[src/inc/tsd_pkg.sv]
// Purpose: shared constants and types of the dual target serial slave
// Assumes: 125 MHz core clock
// Notes:   times are kept in ms and converted to clock cycles here
package tsd_pkg;

  // ****************************************
  // timing
  // ****************************************
  localparam int unsigned CLK_HZ        = 125_000_000;
  localparam int unsigned TIMEOUT_MS    = 25;  // least stuck clock low time
  localparam int unsigned NV_WRITE_MS   = 5;   // nv_write_cycle_time
  localparam int unsigned FIRST_READ_MS = 100; // first_reading_delay
  localparam int unsigned TIMEOUT_CYC   = TIMEOUT_MS * (CLK_HZ / 1000);
  localparam int unsigned NV_WRITE_CYC  = NV_WRITE_MS * (CLK_HZ / 1000);
  localparam int unsigned FIRST_CYC     = FIRST_READ_MS * (CLK_HZ / 1000);
  localparam int unsigned CNT_W         = 24;

  // ****************************************
  // address byte fields
  // ****************************************
  localparam logic [3:0] PRE_SENSOR = 4'h3;
  localparam logic [3:0] PRE_MEMORY = 4'hA;
  localparam int unsigned PRE_LSB   = 4;
  localparam int unsigned STRAP_LSB = 1;
  localparam int unsigned RW_BIT    = 0;

  // ****************************************
  // sensor register pointers and fields
  // ****************************************
  localparam logic [7:0]  PTR_CFG    = 8'h01;
  localparam logic [7:0]  PTR_UPPER  = 8'h02;
  localparam logic [7:0]  PTR_LOWER  = 8'h03;
  localparam logic [7:0]  PTR_TEMP   = 8'h05;
  localparam int unsigned CFG_ALM_EN = 3;
  localparam int unsigned CFG_SHDN   = 8;
  localparam logic [15:0] CFG_RST    = 16'h0000;
  localparam logic [15:0] UPPER_RST  = 16'h0000;
  localparam logic [15:0] LOWER_RST  = 16'h0000;

  // ****************************************
  // types
  // ****************************************
  typedef enum logic [6:0] {
    TSD_IDLE   = 7'b0000001,
    TSD_ADDR   = 7'b0000010,
    TSD_ACK    = 7'b0000100,
    TSD_RX     = 7'b0001000,
    TSD_TX     = 7'b0010000,
    TSD_TXACK  = 7'b0100000,
    TSD_IGNORE = 7'b1000000
  } tsd_state_e;

  typedef struct packed {
    logic       wr;
    logic [7:0] addr;
    logic [7:0] data;
  } tsd_mem_wr_s;

  typedef struct packed {
    logic       o;
    logic       oe_n;
  } tsd_od_s;

endpackage

[src/rtl/tsd_sync.sv]
// Purpose: two flip-flop synchroniser for pins from outside the clock domain
// Assumes: inputs are asynchronous levels
// Notes:   only the second stage may be read by other logic
`timescale 1ns/1ps
module tsd_sync #(
  parameter int unsigned W = 5
) (
  // clock and reset
  input  wire logic         clk,
  input  wire logic         arst_n,
  // pins
  input  wire logic [W-1:0] d,
  output logic      [W-1:0] q
);

  typedef struct packed {
    logic [W-1:0] s1;
    logic [W-1:0] s2;
  } tsd_sync_s;

  tsd_sync_s r_reg;
  tsd_sync_s r_next;

  always_comb
  begin
    r_next    = r_reg;
    r_next.s1 = d;
    r_next.s2 = r_reg.s1;
  end

  always_ff @(posedge clk or negedge arst_n)
  begin
    if (!arst_n)
      r_reg <= '0;
    else
      r_reg <= r_next;
  end

  assign q = r_reg.s2;

endmodule // tsd_sync

[src/rtl/tsd_slave.sv]
// Purpose: two-wire slave front end of a sensor plus serial memory device
// Assumes: serial clock well below core clock; pads hold pull-downs on straps
// Notes:   sensor temperature and memory read data come from the user side
`timescale 1ns/1ps
module tsd_slave #(
  parameter int unsigned TO_CYC      = tsd_pkg::TIMEOUT_CYC,
  parameter int unsigned NV_CYC      = tsd_pkg::NV_WRITE_CYC,
  parameter int unsigned PU_CYC      = tsd_pkg::FIRST_CYC,
  parameter bit          MEM_TIMEOUT = 1'b1
) (
  // clock and reset
  input  wire logic                clk,
  input  wire logic                arst_n,
  // bus pins
  input  wire logic                scl_i,
  input  wire logic                sda_i,
  output tsd_pkg::tsd_od_s         sda,
  // address straps
  input  wire logic                strap_bit_zero,
  input  wire logic                strap_bit_one,
  input  wire logic                strap_bit_two,
  // alarm pin
  output tsd_pkg::tsd_od_s         alarm,
  // thermal_section user side
  input  wire logic signed [15:0]  temp_in,
  output logic                     temp_ready,
  output logic                     conv_run,
  // presence_memory user side
  output tsd_pkg::tsd_mem_wr_s     mem_wr,
  output logic [7:0]               mem_addr,
  input  wire logic [7:0]          mem_rdata,
  output logic                     nv_busy
);

  // ****************************************
  // parameter check
  // ****************************************
  if (TO_CYC < 2 || TO_CYC >= 2**tsd_pkg::CNT_W || NV_CYC < 1 || NV_CYC >= 2**tsd_pkg::CNT_W
      || PU_CYC < 2 || PU_CYC >= 2**tsd_pkg::CNT_W)
  begin : g_bad
    $error("tsd_slave: count parameter out of range");
  end

  // ****************************************
  // state
  // ****************************************
  typedef struct packed {
    tsd_pkg::tsd_state_e       st;
    logic                      active;
    logic                      tgt_mem;
    logic                      rw;
    logic [3:0]                cnt;
    logic [7:0]                sh;
    logic [1:0]                bidx;
    logic                      half;
    logic [7:0]                ptr;
    logic [15:0]               wdat;
    logic                      pend;
    logic                      sda_drv;
    logic                      ack_ok;
    logic [tsd_pkg::CNT_W-1:0] to_cnt;
    logic [tsd_pkg::CNT_W-1:0] nv_cnt;
    logic [tsd_pkg::CNT_W-1:0] pu_cnt;
    logic                      ready;
    logic                      scl_q;
    logic                      sda_q;
    logic [15:0]               cfg;
    logic [15:0]               upper;
    logic [15:0]               lower;
    logic                      evt;
    tsd_pkg::tsd_mem_wr_s      mw;
  } tsd_core_s;

  tsd_core_s  r_reg;
  tsd_core_s  r_next;
  logic [4:0] pins;
  logic       scl;
  logic       sda_s;
  logic [2:0] strap;
  logic       rise;
  logic       fall;
  logic       start;
  logic       stop;
  logic       to_hit;
  logic       match;
  logic [3:0] pre;
  logic [7:0] txb;

  tsd_sync #(
    .W (5)
  ) u_sync (
    .clk    (clk),
    .arst_n (arst_n),
    .d      ({strap_bit_two, strap_bit_one, strap_bit_zero, sda_i, scl_i}),
    .q      (pins)
  );

  // ****************************************
  // bus events
  // ****************************************
  assign scl   = pins[0];
  assign sda_s = pins[1];
  assign strap = pins[4:2];
  assign rise  = scl & ~r_reg.scl_q;
  assign fall  = ~scl & r_reg.scl_q;
  assign start = r_reg.scl_q & scl & r_reg.sda_q & ~sda_s;
  assign stop  = r_reg.scl_q & scl & ~r_reg.sda_q & sda_s;
  assign to_hit = r_reg.active && !scl && (r_reg.to_cnt == tsd_pkg::CNT_W'(TO_CYC - 1))
                  && (MEM_TIMEOUT || !(r_reg.tgt_mem && r_reg.st != tsd_pkg::TSD_ADDR));
  assign pre   = r_reg.sh[tsd_pkg::PRE_LSB +: 4];
  assign match = (r_reg.sh[tsd_pkg::STRAP_LSB +: 3] == strap)
                 && (pre == tsd_pkg::PRE_SENSOR || (pre == tsd_pkg::PRE_MEMORY && r_reg.nv_cnt == '0));

  // byte to transmit: memory data, or sensor register high then low half
  always_comb
  begin
    txb = 8'h00;
    if (r_reg.tgt_mem)
      txb = mem_rdata;
    else if (r_reg.ptr == tsd_pkg::PTR_CFG)
      txb = r_reg.half ? r_reg.cfg[7:0] : r_reg.cfg[15:8];
    else if (r_reg.ptr == tsd_pkg::PTR_UPPER)
      txb = r_reg.half ? r_reg.upper[7:0] : r_reg.upper[15:8];
    else if (r_reg.ptr == tsd_pkg::PTR_LOWER)
      txb = r_reg.half ? r_reg.lower[7:0] : r_reg.lower[15:8];
    else if (r_reg.ptr == tsd_pkg::PTR_TEMP)
      txb = r_reg.half ? temp_in[7:0] : temp_in[15:8];
  end

  // ****************************************
  // next state
  // ****************************************
  always_comb
  begin
    r_next       = r_reg;
    r_next.mw.wr = 1'b0;
    r_next.scl_q = scl;
    r_next.sda_q = sda_s;
    if (!r_reg.ready)
    begin
      if (r_reg.pu_cnt == tsd_pkg::CNT_W'(PU_CYC - 1))
        r_next.ready = 1'b1;
      else
        r_next.pu_cnt = r_reg.pu_cnt + 1'b1;
    end
    if (r_reg.nv_cnt != '0)
      r_next.nv_cnt = r_reg.nv_cnt - 1'b1;
    r_next.evt = r_reg.cfg[tsd_pkg::CFG_ALM_EN] && r_reg.ready
                 && (temp_in > $signed(r_reg.upper) || temp_in < $signed(r_reg.lower));
    if (start)
    begin
      r_next.st      = tsd_pkg::TSD_ADDR;
      r_next.active  = 1'b1;
      r_next.cnt     = 4'h0;
      r_next.sda_drv = 1'b0;
      r_next.to_cnt  = '0;
      r_next.bidx    = 2'd0;
      r_next.half    = 1'b0;
      r_next.pend    = 1'b0;
    end
    else if (stop)
    begin
      r_next.st      = tsd_pkg::TSD_IDLE;
      r_next.active  = 1'b0;
      r_next.sda_drv = 1'b0;
      r_next.to_cnt  = '0;
      r_next.pend    = 1'b0;
      if (r_reg.pend && r_reg.tgt_mem)
      begin
        r_next.mw.wr   = 1'b1;
        r_next.mw.addr = r_reg.ptr;
        r_next.mw.data = r_reg.wdat[7:0];
        r_next.nv_cnt  = tsd_pkg::CNT_W'(NV_CYC);
      end
      else if (r_reg.pend)
      begin
        if (r_reg.ptr == tsd_pkg::PTR_CFG)
          r_next.cfg = r_reg.wdat;
        else if (r_reg.ptr == tsd_pkg::PTR_UPPER)
          r_next.upper = r_reg.wdat;
        else if (r_reg.ptr == tsd_pkg::PTR_LOWER)
          r_next.lower = r_reg.wdat;
      end
    end
    else if (to_hit)
    begin
      r_next.st      = tsd_pkg::TSD_IDLE;
      r_next.active  = 1'b0;
      r_next.sda_drv = 1'b0;
      r_next.to_cnt  = '0;
      r_next.pend    = 1'b0;
    end
    else
    begin
      if (fall || !r_reg.active)
        r_next.to_cnt = '0;
      else if (!scl)
        r_next.to_cnt = r_reg.to_cnt + 1'b1;
      case (r_reg.st)
        tsd_pkg::TSD_ADDR,
        tsd_pkg::TSD_RX:
        begin
          if (rise)
          begin
            r_next.sh  = {r_reg.sh[6:0], sda_s};
            r_next.cnt = r_reg.cnt + 1'b1;
          end
          else if (fall && r_reg.cnt == 4'd8)
          begin
            r_next.st      = tsd_pkg::TSD_ACK;
            r_next.sda_drv = 1'b1;
            if (r_reg.st == tsd_pkg::TSD_ADDR)
            begin
              r_next.tgt_mem = (pre == tsd_pkg::PRE_MEMORY);
              r_next.rw      = r_reg.sh[tsd_pkg::RW_BIT];
              if (!match)
              begin
                r_next.st      = tsd_pkg::TSD_IGNORE;
                r_next.sda_drv = 1'b0;
                r_next.active  = 1'b0;
              end
            end
            else
            begin
              r_next.bidx = (r_reg.bidx == 2'd3) ? 2'd3 : r_reg.bidx + 1'b1;
              if (r_reg.bidx == 2'd0)
                r_next.ptr = r_reg.sh;
              else if (r_reg.tgt_mem)
              begin
                r_next.wdat[7:0] = r_reg.sh;
                r_next.pend      = 1'b1;
              end
              else if (r_reg.bidx == 2'd1)
                r_next.wdat[15:8] = r_reg.sh;
              else if (r_reg.bidx == 2'd2)
              begin
                r_next.wdat[7:0] = r_reg.sh;
                r_next.pend      = 1'b1;
              end
            end
          end
        end
        tsd_pkg::TSD_ACK:
        begin
          if (fall)
          begin
            r_next.cnt = 4'h0;
            if (r_reg.rw)
            begin
              r_next.st      = tsd_pkg::TSD_TX;
              r_next.sh      = txb;
              r_next.sda_drv = ~txb[7];
            end
            else
            begin
              r_next.st      = tsd_pkg::TSD_RX;
              r_next.sda_drv = 1'b0;
            end
          end
        end
        tsd_pkg::TSD_TX:
        begin
          if (rise)
            r_next.cnt = r_reg.cnt + 1'b1;
          else if (fall && r_reg.cnt == 4'd8)
          begin
            r_next.st      = tsd_pkg::TSD_TXACK;
            r_next.sda_drv = 1'b0;
            r_next.half    = ~r_reg.half;
            if (r_reg.tgt_mem)
              r_next.ptr = r_reg.ptr + 1'b1;
          end
          else if (fall)
          begin
            r_next.sh      = {r_reg.sh[6:0], 1'b0};
            r_next.sda_drv = ~r_reg.sh[6];
          end
        end
        tsd_pkg::TSD_TXACK:
        begin
          if (rise)
            r_next.ack_ok = ~sda_s;
          else if (fall && r_reg.ack_ok)
          begin
            r_next.st      = tsd_pkg::TSD_TX;
            r_next.cnt     = 4'h0;
            r_next.sh      = txb;
            r_next.sda_drv = ~txb[7];
          end
          else if (fall)
          begin
            r_next.st      = tsd_pkg::TSD_IGNORE;
            r_next.sda_drv = 1'b0;
          end
        end
        default:
        begin
          r_next.sda_drv = 1'b0;
        end
      endcase
    end
  end

  // ****************************************
  // registers
  // ****************************************
  always_ff @(posedge clk or negedge arst_n)
  begin
    if (!arst_n)
    begin
      r_reg       <= '0;
      r_reg.st    <= tsd_pkg::TSD_IDLE;
      r_reg.scl_q <= 1'b1;
      r_reg.sda_q <= 1'b1;
      r_reg.cfg   <= tsd_pkg::CFG_RST;
      r_reg.upper <= tsd_pkg::UPPER_RST;
      r_reg.lower <= tsd_pkg::LOWER_RST;
    end
    else
      r_reg <= r_next;
  end

  // ****************************************
  // outputs
  // ****************************************
  assign sda.o      = 1'b0;
  assign sda.oe_n   = ~r_reg.sda_drv;
  assign alarm.o    = 1'b0;
  assign alarm.oe_n = ~r_reg.evt;
  assign temp_ready = r_reg.ready;
  assign conv_run   = ~r_reg.cfg[tsd_pkg::CFG_SHDN];
  assign mem_wr     = r_reg.mw;
  assign mem_addr   = r_reg.ptr;
  assign nv_busy    = (r_reg.nv_cnt != '0);

  // ****************************************
  // checks
  // ****************************************
  a_timeout_release: assert property (@(posedge clk) disable iff (!arst_n)
    to_hit && !start && !stop |=> r_reg.st == tsd_pkg::TSD_IDLE && !r_reg.sda_drv)
    else $error("timeout did not release the bus");
  a_timeout_idle: assert property (@(posedge clk) disable iff (!arst_n)
    !r_reg.active |=> r_reg.to_cnt == '0)
    else $error("timeout counter ran outside a transaction");
  a_start_addr: assert property (@(posedge clk) disable iff (!arst_n)
    start |=> r_reg.st == tsd_pkg::TSD_ADDR && r_reg.active && r_reg.cnt == 4'h0)
    else $error("start not taken");
  a_stop_idle: assert property (@(posedge clk) disable iff (!arst_n)
    stop && !start |=> r_reg.st == tsd_pkg::TSD_IDLE && !r_reg.sda_drv)
    else $error("stop did not end the transaction");
  a_ack_drive: assert property (@(posedge clk) disable iff (!arst_n)
    r_reg.st == tsd_pkg::TSD_ACK |-> r_reg.sda_drv)
    else $error("acknowledge slot not driven low");
  a_mismatch_quiet: assert property (@(posedge clk) disable iff (!arst_n)
    r_reg.st == tsd_pkg::TSD_IGNORE |-> !r_reg.sda_drv && sda.oe_n)
    else $error("data driven after mismatch");
  a_nack_release: assert property (@(posedge clk) disable iff (!arst_n)
    r_reg.st == tsd_pkg::TSD_TXACK && fall && !r_reg.ack_ok && !to_hit |=> ##1 sda.oe_n)
    else $error("still driving after no acknowledge");
  a_nv_launch: assert property (@(posedge clk) disable iff (!arst_n)
    r_reg.mw.wr |-> r_reg.nv_cnt == tsd_pkg::CNT_W'(NV_CYC) && nv_busy)
    else $error("memory write cycle not launched");
  a_first_reading: assert property (@(posedge clk) disable iff (!arst_n)
    $rose(r_reg.ready) |-> $past(r_reg.pu_cnt) == tsd_pkg::CNT_W'(PU_CYC - 1))
    else $error("first reading delay wrong");

endmodule // tsd_slave

[config.mk]
export PLATFORM = sky130hd
export DESIGN_NAME = tsd_slave
export DESIGN_NICKNAME = d
export VERILOG_FILES = /design/src/inc/tsd_pkg.sv /design/src/rtl/tsd_sync.sv /design/src/rtl/tsd_slave.sv
export SDC_FILE = /design/constraint.sdc
export NUM_CORES = 1
export LEC_CHECK = 0
export ABC_AREA = 1
export BUFFER_PORTS_ARGS = -buffer_cell sky130_fd_sc_hd__buf_2
export CAP_MARGIN = 20
export CORE_MARGIN = 4
export CORE_UTILIZATION = 35
export DETAILED_ROUTE_END_ITERATION = 16
export GPL_TIMING_DRIVEN = 0
export PLACE_DENSITY = 0.58
export SYNTH_ARGS = -nofsm -noshare
export SYNTH_HDL_FRONTEND = slang
export SYNTH_SLANG_ARGS = --single-unit
[constraint.sdc]
create_clock -name clk -period 4.7 [get_ports clk]
set_input_delay 0.705 -clock clk [delete_from_list [all_inputs] [get_ports clk]]
set_output_delay 0.705 -clock clk [all_outputs]
set_load 0.1 [all_outputs]
==> results.md <==
STA:
- The max-slew violation total from the final report came to 0.
- The final critical path time including I/O delays and setup is about 3.1 ns.
- The post-layout worst setup margin is about 1.6 ns.
- Headroom to the max-slew limit came out at approximately half.
- Setup violations remaining at the end of the flow were counted as 0.
- Setup repair after global routing left no endpoint under its margin.
- Of the available clock period, the critical path in the final layout requires 67.0%.
- The highest clock frequency the design can meet is 318 MHz.
- The actual transition at the worst max-transition pin is ~0.72 ns.
- Between clock sinks in the finished design, the worst skew comes to around 0.006 ns.
- The number of hold violations in the final report was 0.

CTS:
- The root buffer selected by CTS is sky130_fd_sc_hd__clkbuf_16.
- The number of buffers inserted during clock tree synthesis is 24.
- The clock tree from TritonCTS is built.
- Once the clock tree was built, the setup fixing pass inserted 0 buffers.
- Buffers inserted to repair hold after CTS numbered 0.
- CTS built an H-tree with a depth of 1.
- The number of buffers on the longest clock path is 3.
- Counting every sink on the clock net gives 203.
- The clock insertion delay at the later pin of the skew report is approximately 0.52 ns.
- The clock-pin slew on the worst setup and hold paths is 0.06 ns.
- Post-CTS repair changed the size of 0 cells.

Synth:
- The count of different cell masters after synthesis is 48.
- For this run, the number of Yosys warnings is 0.
- After Yosys synthesis, XOR and XNOR cells account for 3.24% of the synthesized area.
- The main combinational cell family by area after synthesis is simple AND/OR/NAND/NOR gates.
- The synthesis-stage register bit count is between 200 and 250.
- The async set-or-reset flop fraction in the synthesized netlist is between 90% and 100%.
- The combined area of all synthesized cells is around 12000 µm².
- The number of enable-type register cells in the synthesized netlist is 0.
- The multiplexer share of the synthesized area is 0%.
- A synthesized cell averages roughly 7.5 µm².
- The dominant synthesized flop cell is sky130_fd_sc_hd__dfrtp_1.
- The complex-gate fraction of the synthesized area is roughly 11%.
- The number of cells produced by synthesis is 1576.
- The sequential share of the synthesized area is 42.8%.
- The area share of and/or/nand/nor cells after synthesis is approximately 30%.
- After Yosys synthesis, full adders, half adders and majority gates account for ~4% of the synthesized area.

Placement:
- The port buffer count is 60.
- Summed over all nets, the half-perimeter wirelength after detailed placement is between 20000 and 25000 µm.
- The worst-case setup slack after placement is 2.10 ns.
- In this run the cell area measured after placement is 12800 µm².
- The congestion estimate from routability-driven global placement came to about 0.91.

Layout:
- The final layout contains 1735 nets.
- After filler insertion, the fill cell instance count of the layout stands at ~3400.
- For this run, the share of the core covered by cells in the final layout is between 40% and 50%.
- The combined area of the multi-input logic cells is between 5000 and 6000 µm².
- 0 antenna diodes ended up in the layout.
- Relative to the synthesized area, the layout overhead comes to 15.1%.
- The register with the most flip-flops in the layout has between 150 and 200 of them.
- The total area of sequential cells is 5080 µm².
- After routing the design area is around 14000 µm².
- In the final layout, the share of cells above drive strength 1 is 13.0%.

Worst setup path:
- The largest fanout on the critical path is 7.
- The master of the slowest instance on the critical path is sky130_fd_sc_hd__dfrtp_1.
- STA classifies the critical path startpoint as a flip-flop.
- Data arrives at the worst endpoint at about 2.4 ns.
- The kind of end point of the critical path is an output port.
- The highest cell delay on the worst timing path is between 0.3 and 0.4 ns.
- Traced cell by cell, the critical path runs through inv_1 > ha_1 > nand3_1 > nor3_1 > nand2_1 > buf_2.
- The category of the critical setup timing path is reg -> out.
- STA puts the critical path data required time at between 3 and 4 ns.

GRT:
- The number of global-route vias before repair was 10153.
- Entering global routing, the biggest net connects 76 pins.
- The first global-routing pass estimated ~54000 µm of wire.
- The initial antenna violation count is 1.
- Global routing consumed, over all layers together, roughly 18% of the routing resources.
- The total overflow left after global routing is 0.

Pwr:
- The static power due to leakage is between 6 and 7 nW.
- Sequential cells account for roughly 39% of the total power.
- Combinational logic is responsible for around 24% of the overall power.
- The ratio of total power to cell area is roughly 400 nW/µm².
- The proportion of power drawn by the clock network is 37.1%.
- The post-layout total power is between 5 and 6 mW.
- Internal power comes to 3.59 mW.
- IR analysis of the VDD net gives a maximum drop of 230 µV.
- The switching power is between 1.5 and 2 mW.
- Net switching is 33.5% of the power.

Run:
- Max-cap violations in this run came to 0.

Worst hold path:
- In this run the worst hold path is classified as in -> async.

Detailed routing:
- After the first detailed-routing iteration, the DRC count stood at around 880.
- The detailed-route via count is roughly 11000.
- Dividing the detail-routed via count by the number of cells gives ~4.9.
- After detailed routing, the number of remaining DRC violations is 0.
- Once detail routing completed, the nets flagged for antenna violations numbered 0.
- After detailed routing, the average wire length per cell comes to ~15 µm.
- The overall routed net length is about 33000 µm.
- The pre-antenna-repair detailed-routing pass consisted of 5 iterations.

Die:
- The number of top-level design ports is 63.
- The initial core utilization is between 30% and 40%.
- The y dimension of the die is around 190 µm.
- The floorplan has 67 rows.
- The die area is roughly 37000 µm².
- The width of the chip is between 150 and 200 µm.
- The total core area is around 34000 µm².

Outcome:
- The run finished with clean final reports.
metal layers:
metal / wire, µm / up-vias / track usage [%]
li1: - / 5277 / -
met2: 14600 / 237 / 28.3
met5: 7 / - / 0
met4: 914 / 2 / 5.10
met1: 15700 / 4937 / 25.6
met3: 1570 / 59 / 2.24
per-stage QoR:
step,TNS (ns),hold slack (ns),cells
global placement,-119.54,0.335,2085
global route,0,0.124,2130
finish,0,0.106,2130
CTS,0,0.104,2130
floorplan,0,0.331,1577
detailed placement,0,0.336,2087
path summary, 6_finish.rpt:
kind                       depth (start not counted)               end              from  slack [ns]
setup / recovery                                   6           nv_busy         r_reg[93]        1.55
hold / removal                                     1         r_reg[95]            arst_n        0.11
setup reg to reg                                   8        r_reg[116]         r_reg[93]        2.30
hold reg to reg                                    0       u_sync.q[1]  u_sync.r_next[1]        0.35
max in group asynchronous                          2        r_reg[186]            arst_n        3.84
min in group clk                                   1  u_sync.r_next[1]             sda_i        0.29
power groups by stage:
stage / clock (mW) / sequential (mW) / combinational, mW
3_5_place_dp: 0 / 2.11 / 1.29
5_1_grt: 2.13 / 2.11 / 1.48
2_1_floorplan: 0 / 2.07 / 0.951
4_1_cts: 2.06 / 2.09 / 1.30
3_3_place_gp: 0 / 2.11 / 1.27
6_report: 2.00 / 2.09 / 1.30
placed cells by master (no fill, tap or decap), types with 4 or more instances in the layout:
master | synthesis | routed
sky130_fd_sc_hd__o22ai_1 | 6 | 6
sky130_fd_sc_hd__clkbuf_16 | 0 | 25
sky130_fd_sc_hd__nor2_2 | 6 | 6
sky130_fd_sc_hd__xnor2_1 | 18 | 18
sky130_fd_sc_hd__xor2_1 | 26 | 26
sky130_fd_sc_hd__nand3_1 | 81 | 81
sky130_fd_sc_hd__buf_2 | 16 | 75
sky130_fd_sc_hd__buf_4 | 28 | 28
sky130_fd_sc_hd__a31oi_1 | 12 | 12
sky130_fd_sc_hd__o21ai_1 | 34 | 34
sky130_fd_sc_hd__o21ai_0 | 86 | 86
sky130_fd_sc_hd__nor2_1 | 178 | 178
sky130_fd_sc_hd__a21oi_1 | 61 | 61
sky130_fd_sc_hd__ha_1 | 39 | 39
sky130_fd_sc_hd__buf_6 | 6 | 6
sky130_fd_sc_hd__nor3_1 | 29 | 29
sky130_fd_sc_hd__nor2_4 | 4 | 4
sky130_fd_sc_hd__inv_2 | 6 | 6
sky130_fd_sc_hd__dfrtp_1 | 200 | 200
sky130_fd_sc_hd__nand2_2 | 9 | 9
sky130_fd_sc_hd__clkbuf_1 | 17 | 19
sky130_fd_sc_hd__nand4_1 | 34 | 34
sky130_fd_sc_hd__inv_1 | 172 | 172
sky130_fd_sc_hd__nand2_1 | 429 | 429
sky130_fd_sc_hd__clkbuf_8 | 0 | 8
sky130_fd_sc_hd__nor4_1 | 18 | 18
sky130_fd_sc_hd__o21ai_2 | 22 | 22
cell families (layout without fill, tap and decap cells):
logic type,after synthesis,in the layout
AO/OA/AOI/OAI,234,234
AND/OR/NAND/NOR,809,809
buffers and inverters,246,351
flip-flops,203,203
adder cells (fa/ha/maj),39,39
other,1,2
XOR/XNOR,44,44
worst max-delay path, delay by kind of cell (launching register included):
kind	cells	cell delay (ns)
simple gates	3	0.63
buf+inv	2	0.53
flops	1	0.39
fa+ha+maj	1	0.35
cell type report:
type | instances | area share [%]
Multi-Input combinational cell | 1128 | 41.8
Sequential cell | 203 | 37.2
Clock buffer | 35 | 5.43
Inverter | 179 | 4.93
Tap cell | 448 | 4.10
Buffer | 67 | 3.08
Timing Repair Buffer | 62 | 2.67
Clock inverter | 8 | 0.887
synth_stat cells (2+ instances only):
library cell,n,area (µm²)
sky130_fd_sc_hd__nor2_2,6,37.5
sky130_fd_sc_hd__dfstp_2,3,78.8
sky130_fd_sc_hd__o22ai_1,6,37.5
sky130_fd_sc_hd__nand3b_1,2,15.0
sky130_fd_sc_hd__a211o_1,2,17.5
sky130_fd_sc_hd__o21a_1,2,15.0
sky130_fd_sc_hd__buf_2,16,80.1
sky130_fd_sc_hd__clkbuf_1,17,63.8
sky130_fd_sc_hd__o211ai_1,2,15.0
sky130_fd_sc_hd__o21ai_0,86,430
sky130_fd_sc_hd__nand2_2,9,56.3
sky130_fd_sc_hd__xor2_1,26,228
sky130_fd_sc_hd__xnor2_1,18,158
sky130_fd_sc_hd__nor2_1,178,668
sky130_fd_sc_hd__buf_4,28,210
sky130_fd_sc_hd__o21ai_2,22,193
sky130_fd_sc_hd__and3_1,3,18.8
sky130_fd_sc_hd__o21ai_1,34,170
sky130_fd_sc_hd__nand3_2,2,20.0
sky130_fd_sc_hd__inv_2,6,22.5
sky130_fd_sc_hd__nand2_1,429,1610
sky130_fd_sc_hd__a21oi_1,61,305
sky130_fd_sc_hd__nand3_1,81,405
sky130_fd_sc_hd__dfrtp_1,200,5000
sky130_fd_sc_hd__nor3b_1,2,15.0
sky130_fd_sc_hd__nor2_4,4,45.0
sky130_fd_sc_hd__nor3_1,29,145
sky130_fd_sc_hd__nor3_4,2,32.5
sky130_fd_sc_hd__nor3_2,2,20.0
sky130_fd_sc_hd__a31oi_1,12,75.1
sky130_fd_sc_hd__nand4_1,34,213
sky130_fd_sc_hd__o31ai_1,3,22.5
sky130_fd_sc_hd__buf_6,6,67.6
sky130_fd_sc_hd__inv_1,172,646
sky130_fd_sc_hd__nor4_1,18,113
sky130_fd_sc_hd__nand4_2,3,37.5
sky130_fd_sc_hd__ha_1,39,488
Power figures use the tool's default switching activity.
